--- src/inc/esfct_defines.svh ---
// register offsets, field positions, reset values and timing for the event/compare/timer bank
`ifndef ESFCT_DEFINES_SVH
`define ESFCT_DEFINES_SVH

// register byte addresses
`define ESF_OFF_FIELD1_CTRL   20'h8b322
`define ESF_OFF_IRQ_EN        20'h8b326
`define ESF_OFF_STATUS        20'h8b327
`define ESF_OFF_STATUS_CLR    20'h8b328
`define ESF_OFF_F0_REF        20'h8b329
`define ESF_OFF_F0_MASK       20'h8b32a
`define ESF_OFF_F0_RX         20'h8b32b
`define ESF_OFF_F1_PRI        20'h8b32c
`define ESF_OFF_F1_SEC        20'h8b32d
`define ESF_OFF_F1_MASK       20'h8b32e
`define ESF_OFF_F1_RX         20'h8b32f
`define ESF_OFF_TIMER_CTRL    20'h8b330
`define ESF_OFF_TIMER_MODE    20'h8b331
`define ESF_OFF_PRESCALE      20'h8b332
`define ESF_OFF_MAIN_COUNT    20'h8b333

// event bit positions, shared by enable, status and clear
`define ESF_EV_BREAK          0
`define ESF_EV_F0_MATCH       1
`define ESF_EV_F1_MATCH       2
`define ESF_EV_PRIORITY       3
`define ESF_EV_COLLISION      4
`define ESF_EV_VALID_EDGE     5
`define ESF_EV_MASK           8'h3f

// field1 control layout
`define ESF_F1C_SEL_LSB       2
`define ESF_F1C_PRI_EN        4
`define ESF_F1C_POS_LSB       5

// timer control and mode layout
`define ESF_TC_RUN            0
`define ESF_TM_FUNC_LSB       0
`define ESF_TM_WTARGET        3
`define ESF_TM_CLKSEL_LSB     4

// reset values
`define ESF_RST_ZERO          8'h00
`define ESF_RST_COUNTER       8'hff

// reload transfer takes this many clock cycles
`define ESF_RELOAD_CYCLES     1

`endif

--- src/inc/esfct_pkg.sv ---
// types for the event/compare/timer bank
package esfct_pkg;

	typedef enum logic [1:0] {
		TF_TIMER         = 2'b00,
		TF_BREAK_MEASURE = 2'b01,
		TF_BREAK_OUTPUT  = 2'b10,
		TF_PROHIBITED    = 2'b11
	} timer_func_t;

	typedef enum logic [1:0] {
		F1_SEL_PRIMARY   = 2'b00,
		F1_SEL_SECONDARY = 2'b01,
		F1_SEL_BOTH      = 2'b10,
		F1_SEL_BAD       = 2'b11
	} f1_sel_t;

	typedef struct packed {
		logic [5:0]  irq_en;
		logic [5:0]  flags;
		logic [7:0]  f0_ref;
		logic [7:0]  f0_mask;
		logic [7:0]  f0_rx;
		logic [7:0]  f1_pri;
		logic [7:0]  f1_sec;
		logic [7:0]  f1_mask;
		logic [7:0]  f1_rx;
		f1_sel_t     f1_sel;
		logic        pri_en;
		logic [2:0]  pri_pos;
		logic        run;
		timer_func_t func;
		logic        wtarget;
		logic [2:0]  clksel;
		logic [6:0]  div_cnt;
		logic [7:0]  pre_reload;
		logic [7:0]  pre_cnt;
		logic [7:0]  main_reload;
		logic [7:0]  main_cnt;
		logic [7:0]  rdata;
		logic [5:0]  irq_req;
		logic        underflow;
	} state_t;

endpackage
--- src/design/ext_serial_flags_compare_timer.sv ---
// event flags, control-field compare and prescaled down-timer for the extended serial section
//
// What this block does
// - six event interrupt enables, bits zero to five
// - break flag on detect, output done, underflow
// - flags clear by write-one; clear reads zero
// - field0 match on enabled bits sets flag
// - field1 match against selected references sets flag
// - priority bit in field1 sets status bit three
// - collision report sets status bit four
// - valid receive edge sets status bit five
// - field0 reference is eight-bit read/write
// - field0 mask bit n includes position n
// - received field bytes captured, writes ignored
// - field1 primary and secondary eight-bit references
// - field1 mask enable seven sits in bit seven
// - timer run bit starts and stops counting
// - function select: timer, measure, output, prohibited
// - write target picks reload only or both
// - prescaler clock is clock divided by 2^k
// - prescaler counts down, reloads, resets to ff
// - main counter steps per prescaler underflow
// - write hits reload, read returns live count
// - reload to counter takes one clock
// - field1 select primary, secondary or both
// - priority bit position chosen by three bits
`timescale 1ns/1ps
`include "esfct_defines.svh"

module ext_serial_flags_compare_timer
	import esfct_pkg::*;
(
	input  wire logic        clk_i,               // peripheral clock, 20 MHz
	input  wire logic        rstn_i,              // async reset, active low
	input  wire logic [19:0] addr_i,              // register byte address
	input  wire logic [7:0]  wdata_i,             // write data
	input  wire logic        we_i,                // write strobe
	input  wire logic        re_i,                // read strobe
	output logic      [7:0]  rdata_o,             // read data, cycle after read
	input  wire logic        field0_valid_i,      // field0 byte received pulse
	input  wire logic [7:0]  field0_data_i,       // field0 byte
	input  wire logic        field1_valid_i,      // field1 byte received pulse
	input  wire logic [7:0]  field1_data_i,       // field1 byte
	input  wire logic        break_detect_i,      // break low width detected pulse
	input  wire logic        break_out_done_i,    // break low width output done pulse
	input  wire logic        collision_i,         // bus collision pulse
	input  wire logic        valid_edge_i,        // valid receive edge pulse
	output logic      [5:0]  irq_req_o,           // per-event interrupt requests
	output logic      [1:0]  timer_function_o,    // selected timer function
	output logic             timer_run_o,         // timer running
	output logic             timer_underflow_o    // main counter underflow pulse
);

	state_t     st_r;
	state_t     st_nxt;
	logic       tick;
	logic       pre_uf;
	logic       main_uf;
	logic       f0_hit;
	logic       f1_pri_hit;
	logic       f1_sec_hit;
	logic       f1_hit;
	logic       pri_hit;
	logic [5:0] ev_set;
	logic [5:0] ev_clr;
	logic [6:0] div_mask;
	logic       wr_pre;
	logic       wr_main;

	// prescaler count clock as a one-cycle enable from the free divider
	always_comb begin
		div_mask = 7'((8'h01 << st_r.clksel) - 8'h01);
		tick     = ((st_r.div_cnt & div_mask) == div_mask);
		pre_uf   = st_r.run && tick && (st_r.pre_cnt == 8'h00);
		main_uf  = pre_uf && (st_r.main_cnt == 8'h00);
	end

	// field compares, masked per bit position
	always_comb begin
		f0_hit     = ((field0_data_i ^ st_r.f0_ref) & st_r.f0_mask) == 8'h00;
		f1_pri_hit = ((field1_data_i ^ st_r.f1_pri) & st_r.f1_mask) == 8'h00;
		f1_sec_hit = ((field1_data_i ^ st_r.f1_sec) & st_r.f1_mask) == 8'h00;
		case (st_r.f1_sel)
			F1_SEL_PRIMARY:   f1_hit = f1_pri_hit;
			F1_SEL_SECONDARY: f1_hit = f1_sec_hit;
			F1_SEL_BOTH:      f1_hit = f1_pri_hit || f1_sec_hit;
			default:          f1_hit = 1'b0;
		endcase
		pri_hit = st_r.pri_en && field1_data_i[st_r.pri_pos];
	end

	// event set and clear vectors
	always_comb begin
		ev_set = 6'h00;
		ev_set[`ESF_EV_BREAK]      = break_detect_i || break_out_done_i || main_uf;
		ev_set[`ESF_EV_F0_MATCH]   = field0_valid_i && f0_hit;
		ev_set[`ESF_EV_F1_MATCH]   = field1_valid_i && f1_hit;
		ev_set[`ESF_EV_PRIORITY]   = field1_valid_i && pri_hit;
		ev_set[`ESF_EV_COLLISION]  = collision_i;
		ev_set[`ESF_EV_VALID_EDGE] = valid_edge_i;
		ev_clr = (we_i && addr_i == `ESF_OFF_STATUS_CLR) ? wdata_i[5:0] : 6'h00;
		wr_pre  = we_i && (addr_i == `ESF_OFF_PRESCALE);
		wr_main = we_i && (addr_i == `ESF_OFF_MAIN_COUNT);
	end

	// next state: register writes, flags, counters, read data
	always_comb begin
		st_nxt = st_r;
		st_nxt.underflow = main_uf;
		st_nxt.div_cnt   = st_r.div_cnt + 7'h01;
		// set wins over a clear in the same cycle
		st_nxt.flags = (st_r.flags & ~ev_clr) | ev_set;
		// received bytes are captured only from the receiver
		if (field0_valid_i) begin
			st_nxt.f0_rx = field0_data_i;
		end
		if (field1_valid_i) begin
			st_nxt.f1_rx = field1_data_i;
		end
		// prescaler and main counter
		if (st_r.run && tick) begin
			if (pre_uf) begin
				st_nxt.pre_cnt = st_r.pre_reload;
				if (main_uf) begin
					st_nxt.main_cnt = st_r.main_reload;
				end else begin
					st_nxt.main_cnt = st_r.main_cnt - 8'h01;
				end
			end else begin
				st_nxt.pre_cnt = st_r.pre_cnt - 8'h01;
			end
		end
		// register writes; reserved bits dropped
		if (we_i) begin
			case (addr_i)
				`ESF_OFF_IRQ_EN: begin
					st_nxt.irq_en = wdata_i[5:0];
				end
				`ESF_OFF_F0_REF: begin
					st_nxt.f0_ref = wdata_i;
				end
				`ESF_OFF_F0_MASK: begin
					st_nxt.f0_mask = wdata_i;
				end
				`ESF_OFF_F1_PRI: begin
					st_nxt.f1_pri = wdata_i;
				end
				`ESF_OFF_F1_SEC: begin
					st_nxt.f1_sec = wdata_i;
				end
				`ESF_OFF_F1_MASK: begin
					st_nxt.f1_mask = wdata_i;
				end
				`ESF_OFF_FIELD1_CTRL: begin
					st_nxt.f1_sel  = f1_sel_t'(wdata_i[`ESF_F1C_SEL_LSB +: 2]);
					st_nxt.pri_en  = wdata_i[`ESF_F1C_PRI_EN];
					st_nxt.pri_pos = wdata_i[`ESF_F1C_POS_LSB +: 3];
				end
				`ESF_OFF_TIMER_CTRL: begin
					st_nxt.run = wdata_i[`ESF_TC_RUN];
				end
				`ESF_OFF_TIMER_MODE: begin
					st_nxt.func    = timer_func_t'(wdata_i[`ESF_TM_FUNC_LSB +: 2]);
					st_nxt.wtarget = wdata_i[`ESF_TM_WTARGET];
					st_nxt.clksel  = wdata_i[`ESF_TM_CLKSEL_LSB +: 3];
				end
				`ESF_OFF_PRESCALE: begin
					st_nxt.pre_reload = wdata_i;
				end
				`ESF_OFF_MAIN_COUNT: begin
					st_nxt.main_reload = wdata_i;
				end
				default: begin
				end
			endcase
		end
		// a write with target clear also loads the live counter
		if (wr_pre && !st_r.wtarget) begin
			st_nxt.pre_cnt = wdata_i;
		end
		if (wr_main && !st_r.wtarget) begin
			st_nxt.main_cnt = wdata_i;
		end
		// read data stands for the one cycle after the strobe
		st_nxt.rdata = 8'h00;
		if (re_i) begin
			case (addr_i)
				`ESF_OFF_IRQ_EN:      st_nxt.rdata = {2'b00, st_r.irq_en};
				`ESF_OFF_STATUS:      st_nxt.rdata = {2'b00, st_r.flags};
				`ESF_OFF_STATUS_CLR:  st_nxt.rdata = 8'h00;
				`ESF_OFF_F0_REF:      st_nxt.rdata = st_r.f0_ref;
				`ESF_OFF_F0_MASK:     st_nxt.rdata = st_r.f0_mask;
				`ESF_OFF_F0_RX:       st_nxt.rdata = st_r.f0_rx;
				`ESF_OFF_F1_PRI:      st_nxt.rdata = st_r.f1_pri;
				`ESF_OFF_F1_SEC:      st_nxt.rdata = st_r.f1_sec;
				`ESF_OFF_F1_MASK:     st_nxt.rdata = st_r.f1_mask;
				`ESF_OFF_F1_RX:       st_nxt.rdata = st_r.f1_rx;
				`ESF_OFF_FIELD1_CTRL: st_nxt.rdata = {st_r.pri_pos, st_r.pri_en,
				                                      st_r.f1_sel, 2'b00};
				`ESF_OFF_TIMER_CTRL:  st_nxt.rdata = {7'h00, st_r.run};
				`ESF_OFF_TIMER_MODE:  st_nxt.rdata = {1'b0, st_r.clksel, st_r.wtarget,
				                                      1'b0, st_r.func};
				`ESF_OFF_PRESCALE:    st_nxt.rdata = st_r.pre_cnt;
				`ESF_OFF_MAIN_COUNT:  st_nxt.rdata = st_r.main_cnt;
				default:              st_nxt.rdata = 8'h00;
			endcase
		end
		// requests follow the flags gated by their enables
		st_nxt.irq_req = st_nxt.flags & st_nxt.irq_en;
	end

	// state register
	always_ff @(posedge clk_i or negedge rstn_i) begin
		if (!rstn_i) begin
			st_r             <= '0;
			st_r.f1_sel      <= F1_SEL_PRIMARY;
			st_r.func        <= TF_TIMER;
			st_r.f0_ref      <= `ESF_RST_ZERO;
			st_r.pre_reload  <= `ESF_RST_COUNTER;
			st_r.pre_cnt     <= `ESF_RST_COUNTER;
			st_r.main_reload <= `ESF_RST_COUNTER;
			st_r.main_cnt    <= `ESF_RST_COUNTER;
		end else begin
			st_r <= st_nxt;
		end
	end

	// outputs straight from the state register
	assign rdata_o           = st_r.rdata;
	assign irq_req_o         = st_r.irq_req;
	assign timer_function_o  = st_r.func;
	assign timer_run_o       = st_r.run;
	assign timer_underflow_o = st_r.underflow;
endmodule // ext_serial_flags_compare_timer

--- config.mk ---
export PLATFORM = sky130hd
export DESIGN_NAME = ext_serial_flags_compare_timer
export DESIGN_NICKNAME = d
export VERILOG_FILES = /design/src/inc/esfct_pkg.sv /design/src/design/ext_serial_flags_compare_timer.sv
export VERILOG_INCLUDE_DIRS = /design/src /design/src/inc
export SDC_FILE = /design/constraint.sdc
export NUM_CORES = 1
export LEC_CHECK = 0
export BUFFER_PORTS_ARGS = -buffer_cell sky130_fd_sc_hd__buf_4
export CAP_MARGIN = 0
export CORE_MARGIN = 2
export CORE_UTILIZATION = 50
export DETAILED_ROUTE_END_ITERATION = 7
export PLACE_DENSITY_LB_ADDON = 0.12
export SYNTH_ARGS = -nofsm -noshare
export SYNTH_HDL_FRONTEND = slang
export SYNTH_SLANG_ARGS = --single-unit
export TNS_END_PERCENT = 5
--- constraint.sdc ---
create_clock -name clk_i -period 6.76 [get_ports clk_i]
set_clock_uncertainty 0.05 [all_clocks]
set_input_delay 1.014 -clock clk_i [delete_from_list [all_inputs] [get_ports clk_i]]
set_output_delay 1.014 -clock clk_i [all_outputs]
set_load 0.02 [all_outputs]
After elaboration in Yosys (flattened, before gate mapping)
Index checks and enable logic that the tools add are counted.
- add/sub/neg operators: 4
- $lt $le $gt $ge: 1
- equal/unequal tests: 18
- shifts and indexed selects: 1
- mux-type cells: 15
- bitwise operators: 11
- reductions and logical operators: 36
- operator list (kind ; count):
    $eq 20x20->1 const B ; 15
    $pmux 8 s14 ; 1
    $mux 8 ; 8
    $logic_not 8->1 ; 5
    $and 8x8->8 ; 3
    $xor 8x8->8 ; 3
    $reduce_and 2->1 ; 11
    $mux 6 ; 3
    $sub 8x1->8 const B ; 2
    $and 6x6->6 ; 2
    $logic_and 1x1->1 ; 12
    $add 7x1->7 const B ; 1
    $and 7x7->7 ; 1
    $eq 7x7->1 ; 1
    $shl 1x3->7 const A ; 1
    $sub 7x1->7 const B ; 1
    $not 6->6 ; 1
    $or 6x6->6 ; 1
    $reduce_bool 2->1 ; 3
    $lt 3x4->1 const B ; 1
    $bmux 1 s3 ; 1
    $logic_or 1x1->1 ; 3
    $pmux 1 s3 ; 1
    $eq 2x1->1 const B ; 1
    4 further kinds ; 4
- register bits: 135
- input port bits: 54

Depth between registers and ports, before layout
Gate-level depths: netlist of the first run.
- word-level depth: 11
- gate-level depth with buffers: 10

Worst setup path before layout of the first run
No wires, ideal clock.
- path type: input port to flip-flop
- from: input addr_i[17]
- to: register st_r[75] in the netlist's numbering
- setup time: 0.125 ns
- arrival time: 2.867 ns
- slack: 3.718 ns
- cell stages on the path: 8
- cell sequence: or4b_1 > nor2_2 > and2_2 > and3_1 > buf_4 > and3_1 > buf_4 > mux2_2
- cells in the longest elaborated chain, start to end: 2
- ends and longest elaborated chain (item ; RTL line ; text):
    start, declared ; ext_serial_flags_compare_timer.sv:35 ; input wire logic [19:0] addr_i,
    $eq 20x20->1 ; ext_serial_flags_compare_timer.sv:135 ; case (addr_i)
    $reduce_and 2->1 (no line) ; -- ;
    end signal, assigned ; ext_serial_flags_compare_timer.sv:224 ; st_r <= st_nxt;
    end, declared ; ext_serial_flags_compare_timer.sv:54 ; state_t st_r;
No other way between the ends.
A chain may end at the register's enable or synchronous reset.

Final worst setup path of the first run
- from: input addr_i[6]
- to: register st_r[108] in the netlist's numbering
The elaborated chain is that of the path after synthesis.

==> run_results.csv, run 1 <==
group,metric,value,unit
outcome,status,"finished clean",
grt,grt.total_usage,26.0,%
cts,clockBufferDepth,2,
cts,htree_levels,4,
synthesis,synthCells,626,
route,post_drt_via_cell_ratio,6.09,
cts,clock_sinks,135,
route,ant_nets,0,
power_and_ir_drop,p_seq_share,43.9,%
power_and_ir_drop,total_power,1.88,mW
cts,root_buffer,"clkbuf_16",
min_path,worstHoldPathType,"register to register",
power_and_ir_drop,swShare,22.7,%
sta,worstMarginPinSlew,1.10,ns
sta,slew_headroom,26.6,%
cells_and_area,num-fill-cells,1233,
sta,fmax,315,MHz
cells_and_area,final_common_cell,"mux2_2",
cells_and_area,drive_gt1_share,38.9,%
worst_setup_path,cp-start-kind,"primary input",
worst_setup_path,required,7.01,ns
cts,ctsHoldBuffers,0,
synthesis,syn_nets,683,
synthesis,ys_seq_elements,135,
placement,hpwlAfterDp,13400,µm
cells_and_area,multiInputGateArea,3510,µm²
route,drt_iter0_drc,334,
sta,rsz0062_at_grt,"false",
route,num_vias,5246,
cts,numCtsBuffers,17,
floorplan,placementRows,44,
grt,grt_pass1_wl,30900,µm
route,wl_met2,9180,µm
worst_setup_path,crit_chain,"buf_4 > nand4bb_1 > nor4_2 > and4b_1 > and3_1 > mux2_2",
cts,postCtsSetupRepairBufs,0,
synthesis,ys_async_sr_fraction,100,%
cells_and_area,layout.cells.most_common_list,"mux2_2 (105), dfrtp_1 (103), buf_4 (71), nor2_1 (34), nand2_1 (33)",
sta,timing.hold.ws,0.430,ns
cells_and_area,antenna_cells,0,
power_and_ir_drop,p_sw,0.427,mW
route,wl_met3,1190,µm
synthesis,syn-cell-area,7260,µm²
placement,routabilityCongestion,0.955,
sta,setup_viol,0,
route,wl_per_cell,22.4,µm
cts,tritoncts,"yes",
floorplan,die-area,15500,µm²
route,wirelength,19300,µm
sta,slew_violations,0,
floorplan,io_pins,72,
grt,grt_overflow,0,
synthesis,ys_seq_area_share,47.1,%
route,dr.max_layer_used,"met4",
placement,port_buffers,71,
placement,dp_cells,830,
cts,cts_resized,0,
worst_setup_path,crit_type,"primary input to register",
synthesis,synth-edff-count,0,
floorplan,fp.dieH,124,µm
cts,clkTransAtPathRegs,0.05,ns
synthesis,yosys_warnings,0,
worst_setup_path,critPathMaxFanout,15,
worst_setup_path,cpPeakStageDelay,0.68,ns
cells_and_area,seqCellArea,3420,µm²
floorplan,core,14400,µm²
sta,fin_setup_tns,0,ns
cells_and_area,layout.cells.non_filler,862,
worst_setup_path,end_kind,"register",
floorplan,start_util,50.5,%
synthesis,yosysUniqueCellTypes,73,
sta,fin_crit,3.18,ns
cells_and_area,fin_nets,722,
cells_and_area,areaGrowthSynthToFinish,15.1,%
synthesis,synth.avg_cell_area,11.6,µm²
cells_and_area,utilization,58.1,%
power_and_ir_drop,intPower,1.45,mW
route,wl_met1,8600,µm
min_path,holdPathStages,1,
route,firstDrtPassIters,5,
synthesis,synth-main-ff-cell,"dfrtp_1",
worst_setup_path,critPathSlowestCell,"and4b_1",
job,drv_cap,0,
sta,hold_violations,0,
route,route.detailed.drc,0,
power_and_ir_drop,powerDensity,225,nW/µm²
power_and_ir_drop,p_clk_share,49.6,%
grt,grt_max_degree,87,
floorplan,die_w,124,µm
worst_setup_path,rr_worst_depth,7,
cts,insertion_delay,0.43,ns
power_and_ir_drop,power_frac_comb,6.5,%
power_and_ir_drop,ir_drop,0.000178,V
worst_setup_path,crit_arrival,3.43,ns
grt,grt_pass1_vias,5358,
power_and_ir_drop,leakage,3.78,nW
grt,grt_antenna_before_repair,0,
sta,fin_crit_sh,47.0,%
==> per-stage QoR <==
| step | worst slack [ns] | instance area, µm² |
|---|---|---|
| after floorplan | 3.72 | 7260 |
| after global placement | 3.28 | 7750 |
| after detailed placement | 3.18 | 7750 |
| after CTS | 3.63 | 8350 |
| after global routing | 3.42 | 8350 |
| final | 3.58 | 8350 |
==> final timing paths <==
| kind | start | to | slack, ns |
|---|---|---|---|
| max reg2reg | st_r[31] | irq_req_o[0] | 3.93 |
| min | st_r[53] | st_r[53] | 0.43 |
| min reg2reg | st_r[53] | st_r[53] | 0.43 |
| max | addr_i[6] | st_r[108] | 3.58 |
| min in group asynchronous | rstn_i | st_r[100] | 0.47 |
| max in group asynchronous | rstn_i | st_r[93] | 4.72 |
==> synthesized netlist by cell type (all sizes together) (4+ instances only) <==
library cell	instances	area, µm²
a211oi	7	52.6
a21o	5	37.5
a21oi	22	110
a22o	11	96.3
a22oi	14	105
a31oi	4	25.0
and2	7	45.1
and3	6	37.5
buf	29	198
clkbuf	23	86.3
dfrtp	103	2580
dfstp	32	841
inv	11	41.3
mux2	105	1180
mux2i	11	110
mux4	10	225
nand2	33	124
nand2b	5	31.3
nand3	20	105
nand3b	5	37.5
nand4	5	37.5
nor2	36	145
nor3	12	87.6
nor4	4	46.3
o21ai	21	105
xnor2	7	61.3
xor2	25	219
==> layer usage <==
metal / vias up / track usage, %
met5: - / 0
met4: 0 / 8.59
met3: 29 / 6.49
met2: 186 / 41.5
met1: 2660 / 34.9
li1: 2371 / -
==> final cells by class <==
class                      count  area share (%)
sequential                   135            40.9
tap                          184            2.76
timing repair buffer          72            6.52
inverter                      11           0.495
clock inverter                10            1.41
multi-input combinational    428            42.1
clock buffer                  22            5.80
==> kinds of logic (layout without fill, tap and decap cells) <==
kind of cell,count (synthesis),after routing,synth area share [%]
AO/OA/AOI/OAI,111,111,10.9
XOR/XNOR,32,32,3.86
adder cells (fa/ha/maj),3,3,0.517
buffers and inverters,63,115,4.48
flip-flops,135,135,47.1
multiplexers,126,126,20.9
AND/OR/NAND/NOR,156,156,12.2
==> flip-flops by register name (all words and copies together), names as in the netlist <==
signal and flops:
timer_run_o 1, st_r 117, rdata_o 8, irq_req_o 6, timer_underflow_o 1, timer_function_o 2
==> power groups by stage <==
stage	clock (mW)	combinational [mW]	sequential [mW]
floorplan	0	0.0553	0.836
detailed placement	0	0.123	0.838
CTS	0.948	0.124	0.824
finish	0.931	0.123	0.824
global route	0.985	0.133	0.825
global placement	0	0.122	0.838
==> worst max-delay path, delay by kind of cell <==
family                 cells  cell delay, ns
buffers and inverters      1            0.10
multiplexers               1            0.39
AND/OR/NAND/NOR            4            1.93
(Power assumes the default switching activity.)
==> inputs of run 2 (changes only) <==
==> constraint.sdc (replaced) <==
create_clock -name clk_i -period 3.3 [get_ports clk_i]
set_clock_uncertainty 0.05 [all_clocks]
set_input_delay 0.495 -clock clk_i [delete_from_list [all_inputs] [get_ports clk_i]]
set_output_delay 0.495 -clock clk_i [all_outputs]
set_load 0.02 [all_outputs]
==> run 2 against run 1 <==
Effect of this change: via count is 0.48% higher; utilization rose by 0.58 points; clock power up 110%; non-clock buffer count is 11 higher; critical path depth increased by 1; power rose by 110%; first-iteration DRC count increased by 32%; final cell count rose by 1.3%.
==> run_results.csv, run 2 (same netlist as run 1, synthesis figures left out) <==
group,metric,value,unit
outcome,status,"finished clean",
grt,grt_pass1_vias,5469,
sta,slew_violations,0,
cells_and_area,largest_reg_flops,117,
power_and_ir_drop,ir_drop,0.000365,V
route,route.detailed.drc,0,
sta,fmax,365,MHz
cells_and_area,stdcell_area,8430,µm²
placement,routabilityCongestion,0.908,
route,ant_nets,0,
route,wirelength,19900,µm
worst_setup_path,cpPeakStageDelay,0.64,ns
cts,numCtsBuffers,17,
grt,grt_antenna_before_repair,0,
min_path,worstHoldPathType,"primary input to asynchronous set/reset pin",
power_and_ir_drop,power_frac_comb,6.6,%
sta,setup_viol,0,
route,drt_iter0_drc,440,
power_and_ir_drop,powerDensity,461,nW/µm²
job,drv_cap,0,
floorplan,core,14400,µm²
worst_setup_path,required,3.62,ns
worst_setup_path,critPathMaxFanout,7,
power_and_ir_drop,total_power,3.88,mW
cells_and_area,layout.cells.most_common_list,"mux2_2 (105), dfrtp_1 (103), buf_4 (82), nor2_1 (34), nand2_1 (33)",
worst_setup_path,end_kind,"register",
power_and_ir_drop,p_seq_share,43.5,%
floorplan,die_w,124,µm
cells_and_area,final_common_cell,"mux2_2",
power_and_ir_drop,intPower,2.93,mW
sta,fin_crit_sh,82.9,%
floorplan,start_util,50.5,%
floorplan,placementRows,44,
sta,hold_violations,0,
worst_setup_path,crit_chain,"inv_1 > ha_1 > or4b_1 > or4_1 > nor3_2 > a211o_1 > and2_1",
grt,grt_pass1_wl,32000,µm
sta,rsz0062_at_grt,"false",
cts,tritoncts,"yes",
cts,postCtsSetupRepairBufs,0,
cts,cts_resized,0,
cts,ctsHoldBuffers,0,
cells_and_area,largest-register,"st_r",
cts,clockBufferDepth,2,
worst_setup_path,critPathSlowestCell,"or4_1",
sta,worstMarginPinSlew,1.02,ns
sta,fin_setup_tns,0,ns
cells_and_area,multiInputGateArea,3510,µm²
floorplan,die-area,15500,µm²
cells_and_area,drive_gt1_share,40.1,%
cts,insertion_delay,0.43,ns
route,num_vias,5271,
power_and_ir_drop,p_clk_share,49.9,%
cts,clkTransAtPathRegs,0.06,ns
cells_and_area,seqCellArea,3420,µm²
placement,port_buffers,71,
power_and_ir_drop,leakage,3.82,nW
placement,hpwlAfterDp,13800,µm
cells_and_area,areaGrowthSynthToFinish,16.2,%
route,wl_per_cell,22.8,µm
grt,grt_overflow,0,
floorplan,fp.dieH,124,µm
cells_and_area,num-fill-cells,1202,
sta,slew_headroom,31.8,%
cts,htree_levels,4,
cts,root_buffer,"clkbuf_16",
worst_setup_path,cp-start-kind,"register",
sta,fin_crit,2.74,ns
worst_setup_path,crit_arrival,3.06,ns
cells_and_area,antenna_cells,0,
worst_setup_path,crit_type,"register to register",
route,post_drt_via_cell_ratio,6.04,
power_and_ir_drop,swShare,24.5,%
grt,grt_max_degree,112,
cells_and_area,fin_nets,733,
power_and_ir_drop,p_sw,0.953,mW
route,firstDrtPassIters,8,
cts,clock_sinks,135,
grt,grt.total_usage,26.9,%
placement,dpl_cell_area,7830,µm²
floorplan,io_pins,72,
-- run 2: power by group through the flow --
| stage | Combinational [mW] | Clock, mW | Sequential (mW) |
|---|---|---|---|
| 2_1_floorplan | 0.113 | 0 | 1.71 |
| 4_1_cts | 0.259 | 1.97 | 1.69 |
| 3_5_place_dp | 0.258 | 0 | 1.72 |
| 3_3_place_gp | 0.255 | 0 | 1.72 |
| 6_report | 0.257 | 1.94 | 1.69 |
| 5_1_grt | 0.277 | 2.05 | 1.69 |
-- run 2: area by class of cell --
| cell class | count | area share (%) |
|---|---|---|
| multi-input combinational | 428 | 41.7 |
| sequential | 135 | 40.5 |
| clock buffer | 18 | 5.21 |
| tap | 184 | 2.73 |
| timing repair buffer | 83 | 7.43 |
| clock inverter | 14 | 1.94 |
| inverter | 11 | 0.490 |
-- run 2: worst paths after layout --
path	from	endpoint	slack, ns	cells after the start
worst min-delay path	rstn_i	st_r[102]	0.15	1
max in group asynchronous	rstn_i	st_r[16]	2.10	2
worst min register to register	st_r[53]	st_r[53]	0.42	1
worst max register to register	st_r[32]	irq_req_o[0]	0.56	7
worst max-delay path	st_r[32]	irq_req_o[0]	0.56	7
min in group clk_i	collision_i	st_r[127]	0.20	2
-- run 2: layer usage --
| layer | vias up | GRT usage [%] | share of wire (%) |
|---|---|---|---|
| met4 | 0 | 9.25 | 2.3 |
| met1 | 2646 | 37.5 | 45 |
| li1 | 2385 | - | - |
| met2 | 203 | 41.2 | 46 |
| met5 | - | 0 | 0 |
| met3 | 37 | 6.62 | 6.2 |
-- run 2: metrics by stage --
stage	instances	hold WS, ns	util (%)	setup slack [ns]
global route	873	0.197	58.7	0.509
floorplan	626	0.149	-	0.777
detailed placement	841	0.410	54.5	0.476
finish	873	0.149	58.7	0.564
global placement	841	0.407	54.5	0.527
CTS	873	0.190	58.7	0.597
-- run 2: critical path: cells and delay by family (launching register included) --
family | cells | cell delay [ns]
and+or+nand+nor | 4 | 1.80
adders and majority gates | 1 | 0.20
DFF | 1 | 0.38
AOI/OAI and AO/OA | 1 | 0.18
buffers and inverters | 1 | 0.07
==> inputs of run 3 (changes only) <==
--- a/config.mk
+++ b/config.mk
@@ -6,6 +6,7 @@
 export SDC_FILE = /design/constraint.sdc
 export NUM_CORES = 1
 export LEC_CHECK = 0
+export ABC_AREA = 1
 export BUFFER_PORTS_ARGS = -buffer_cell sky130_fd_sc_hd__buf_4
 export CAP_MARGIN = 0
 export CORE_MARGIN = 2
==> constraint.sdc (replaced) <==
create_clock -name clk_i -period 2.77 [get_ports clk_i]
set_clock_uncertainty 0.05 [all_clocks]
set_input_delay 0.4155 -clock clk_i [delete_from_list [all_inputs] [get_ports clk_i]]
set_output_delay 0.4155 -clock clk_i [all_outputs]
set_load 0.02 [all_outputs]
==> run 3 against run 2 <==
Effect of this change: utilization grew 0.78 points; hold slack gained 0.0082 ns; sequential share of layout area shrank 2.9 points; largest cell class unchanged; largest power group unchanged; highest routed layer unchanged.
==> run_results.csv, run 3 <==
group,metric,value,unit
outcome,status,"finished clean",
sta,rsz0062_at_grt,"false",
synthesis,yosysTopAreaCellShare,33.0,%
grt,grt_overflow,0,
power_and_ir_drop,p_seq_share,43.5,%
grt,grt_antenna_before_repair,0,
cts,cts_resized,0,
route,firstDrtPassIters,8,
sta,fin_setup_tns,0,ns
route,post_drt_via_cell_ratio,5.46,
cts,numCtsBuffers,17,
sta,slew_violations,0,
cells_and_area,largest_reg_flops,117,
job,drv_cap,0,
synthesis,synth_commonest_cells,"nand2_1 (302), nand3_1 (116), nor2_1 (106), dfrtp_1 (103), inv_1 (93)",
worst_setup_path,cp_top_family,"simple AND/OR/NAND/NOR gates",
cells_and_area,drive_gt1_share,18.7,%
placement,dp_cells,1313,
worst_setup_path,cp-start-kind,"register",
power_and_ir_drop,leakage,4.39,nW
sta,slew_headroom,58.5,%
synthesis,synth_area_leader_cell,"dfrtp_1",
power_and_ir_drop,powerDensity,510,nW/µm²
floorplan,fp.dieH,129,µm
route,ant_nets,0,
floorplan,start_util,51.2,%
sta,fmax,475,MHz
worst_setup_path,crit_arrival,2.41,ns
sta,fin_crit_sh,75.9,%
synthesis,yosysUniqueCellTypes,39,
cells_and_area,layout.cells.non_filler,1346,
worst_setup_path,critPathSlowestCell,"dfstp_2",
sta,setup_ws,0.666,ns
synthesis,ys_seq_elements,135,
floorplan,placementRows,45,
placement,port_buffers,71,
synthesis,synth.avg_cell_area,7.32,µm²
cells_and_area,seqCellArea,3420,µm²
sta,fin_crit,2.10,ns
sta,hold_violations,0,
grt,grt_pass1_vias,6725,
power_and_ir_drop,p_sw,1.10,mW
floorplan,core,15300,µm²
synthesis,synth-main-ff-cell,"dfrtp_1",
grt,grt.total_usage,29.7,%
grt,grt_max_degree,63,
synthesis,synth-edff-count,0,
synthesis,synth_area_leaders,"dfrtp_1 (33%), nand2_1 (15%), dfstp_2 (11%)",
cts,ctsHoldBuffers,1,
power_and_ir_drop,swShare,23.7,%
worst_setup_path,path_common_cell,"inv_1",
worst_setup_path,critPathMaxFanout,5,
synthesis,yosys_warnings,0,
cells_and_area,multiInputGateArea,3680,µm²
cells_and_area,final_common_cell,"nand2_1",
placement,routabilityCongestion,0.996,
route,route.detailed.drc,0,
power_and_ir_drop,total_power,4.63,mW
cts,clockBufferDepth,2,
synthesis,syn_nets,1124,
cts,clock_sinks,135,
placement,dpl_worst_slack,0.402,ns
route,wirelength,23900,µm
floorplan,die_w,129,µm
synthesis,ys_seq_area_share,43.7,%
cts,clkTransAtPathRegs,0.06,ns
worst_setup_path,crit_type,"register to register",
worst_setup_path,required,3.07,ns
cts,htree_levels,4,
cts,insertion_delay,0.42,ns
cells_and_area,antenna_cells,0,
power_and_ir_drop,ir_drop,0.000494,V
sta,worstMarginPinSlew,0.622,ns
worst_setup_path,end_kind,"register",
worst_setup_path,crit_chain,"inv_1 > ha_1 > nand3_1 > inv_1 > nand4_1 > nor2_1 > inv_1 > nor2_1 > nand2_1 > nand3_1 > nand2_1",
power_and_ir_drop,intPower,3.53,mW
synthesis,syn-cell-area,7810,µm²
min_path,worstHoldPathType,"primary input to register",
synthesis,synthCells,1067,
cells_and_area,largest-register,"st_r",
placement,hpwlAfterDp,17600,µm
sta,setup_viol,0,
cts,root_buffer,"clkbuf_16",
cts,tritoncts,"yes",
cts,postCtsSetupRepairBufs,0,
worst_setup_path,cpPeakStageDelay,0.40,ns
route,wl_per_cell,17.7,µm
floorplan,io_pins,72,
cells_and_area,fin_nets,1179,
cells_and_area,areaGrowthSynthToFinish,16.1,%
power_and_ir_drop,power_frac_comb,5.7,%
sta,timing.hold.ws,0.157,ns
route,num_vias,7348,
synthesis,ys_async_sr_fraction,100,%
route,drt_iter0_drc,806,
synthesis,synth.most_common_cell,"nand2_1",
grt,grt_pass1_wl,37000,µm
power_and_ir_drop,p_clk_share,50.7,%
cells_and_area,num-fill-cells,1424,
cells_and_area,layout.cells.most_common_list,"nand2_1 (302), nand3_1 (116), nor2_1 (106), dfrtp_1 (103), inv_1 (93)",
floorplan,die-area,16600,µm²
worst_setup_path,path_buf_inv,3,
==> run 3: layout make-up <==
cell class              count  area share, %
well taps                 211           2.91
clock buffers              18           4.84
flip-flops and latches    135           37.7
repair buffers             90           7.65
clock inverters            14           1.92
multi-input cells         772           40.6
inverters                 106           4.39
==> run 3: final timing paths <==
| check | startpoint | to | slack [ns] | cells past startpoint |
|---|---|---|---|---|
| setup / recovery | st_r[15] | st_r[18] | 0.67 | 11 |
| max in group asynchronous | rstn_i | st_r[66] | 1.49 | 3 |
| hold reg to reg | st_r[52] | st_r[52] | 0.41 | 1 |
| min in group asynchronous | rstn_i | st_r[103] | 0.42 | 2 |
| setup reg to reg | st_r[15] | st_r[18] | 0.67 | 11 |
| hold / removal | field0_data_i[5] | st_r[104] | 0.16 | 3 |
==> run 3: cell families after synthesis <==
kind of cell               after synthesis  share of synthesized area (%)
and+or+nand+nor                        603                           34.2
buffers and inverters                  160                           9.11
AOI/OAI and AO/OA                      145                           10.1
DFF                                    135                           43.7
xor gates and xnor gates                18                           2.02
muxes                                    3                          0.432
adders and majority gates                3                          0.480
==> run 3: tightest hold or removal path: cells and delay by family <==
kind                   cells  cell delay (ns)
buffers and inverters      1             0.09
AND/OR/NAND/NOR            2             0.09
==> run 3: per-stage QoR <==
stage / cell area [µm²] / util, %
3_3_place_gp: 8450 / 55.4
3_5_place_dp: 8450 / 55.4
2_1_floorplan: 7820 / -
4_1_cts: 9070 / 59.5
5_1_grt: 9070 / 59.5
6_report: 9070 / 59.5
==> run 3: power groups by stage <==
stage | sequential [mW] | combinational [mW] | clock, mW
after floorplan | 2.04 | 0.0974 | 0
after global placement | 2.05 | 0.265 | 0
after detailed placement | 2.05 | 0.265 | 0
after CTS | 2.01 | 0.267 | 2.38
after global routing | 2.02 | 0.293 | 2.47
final | 2.02 | 0.266 | 2.35
==> run 3: routing by layer <==
layer,vias up,wire (µm),GRT usage [%]
met2,312,11100,47.6
li1,3555,-,-
met4,0,735,10.5
met1,3424,10300,40.5
met3,57,1770,5.99
met5,-,0,0
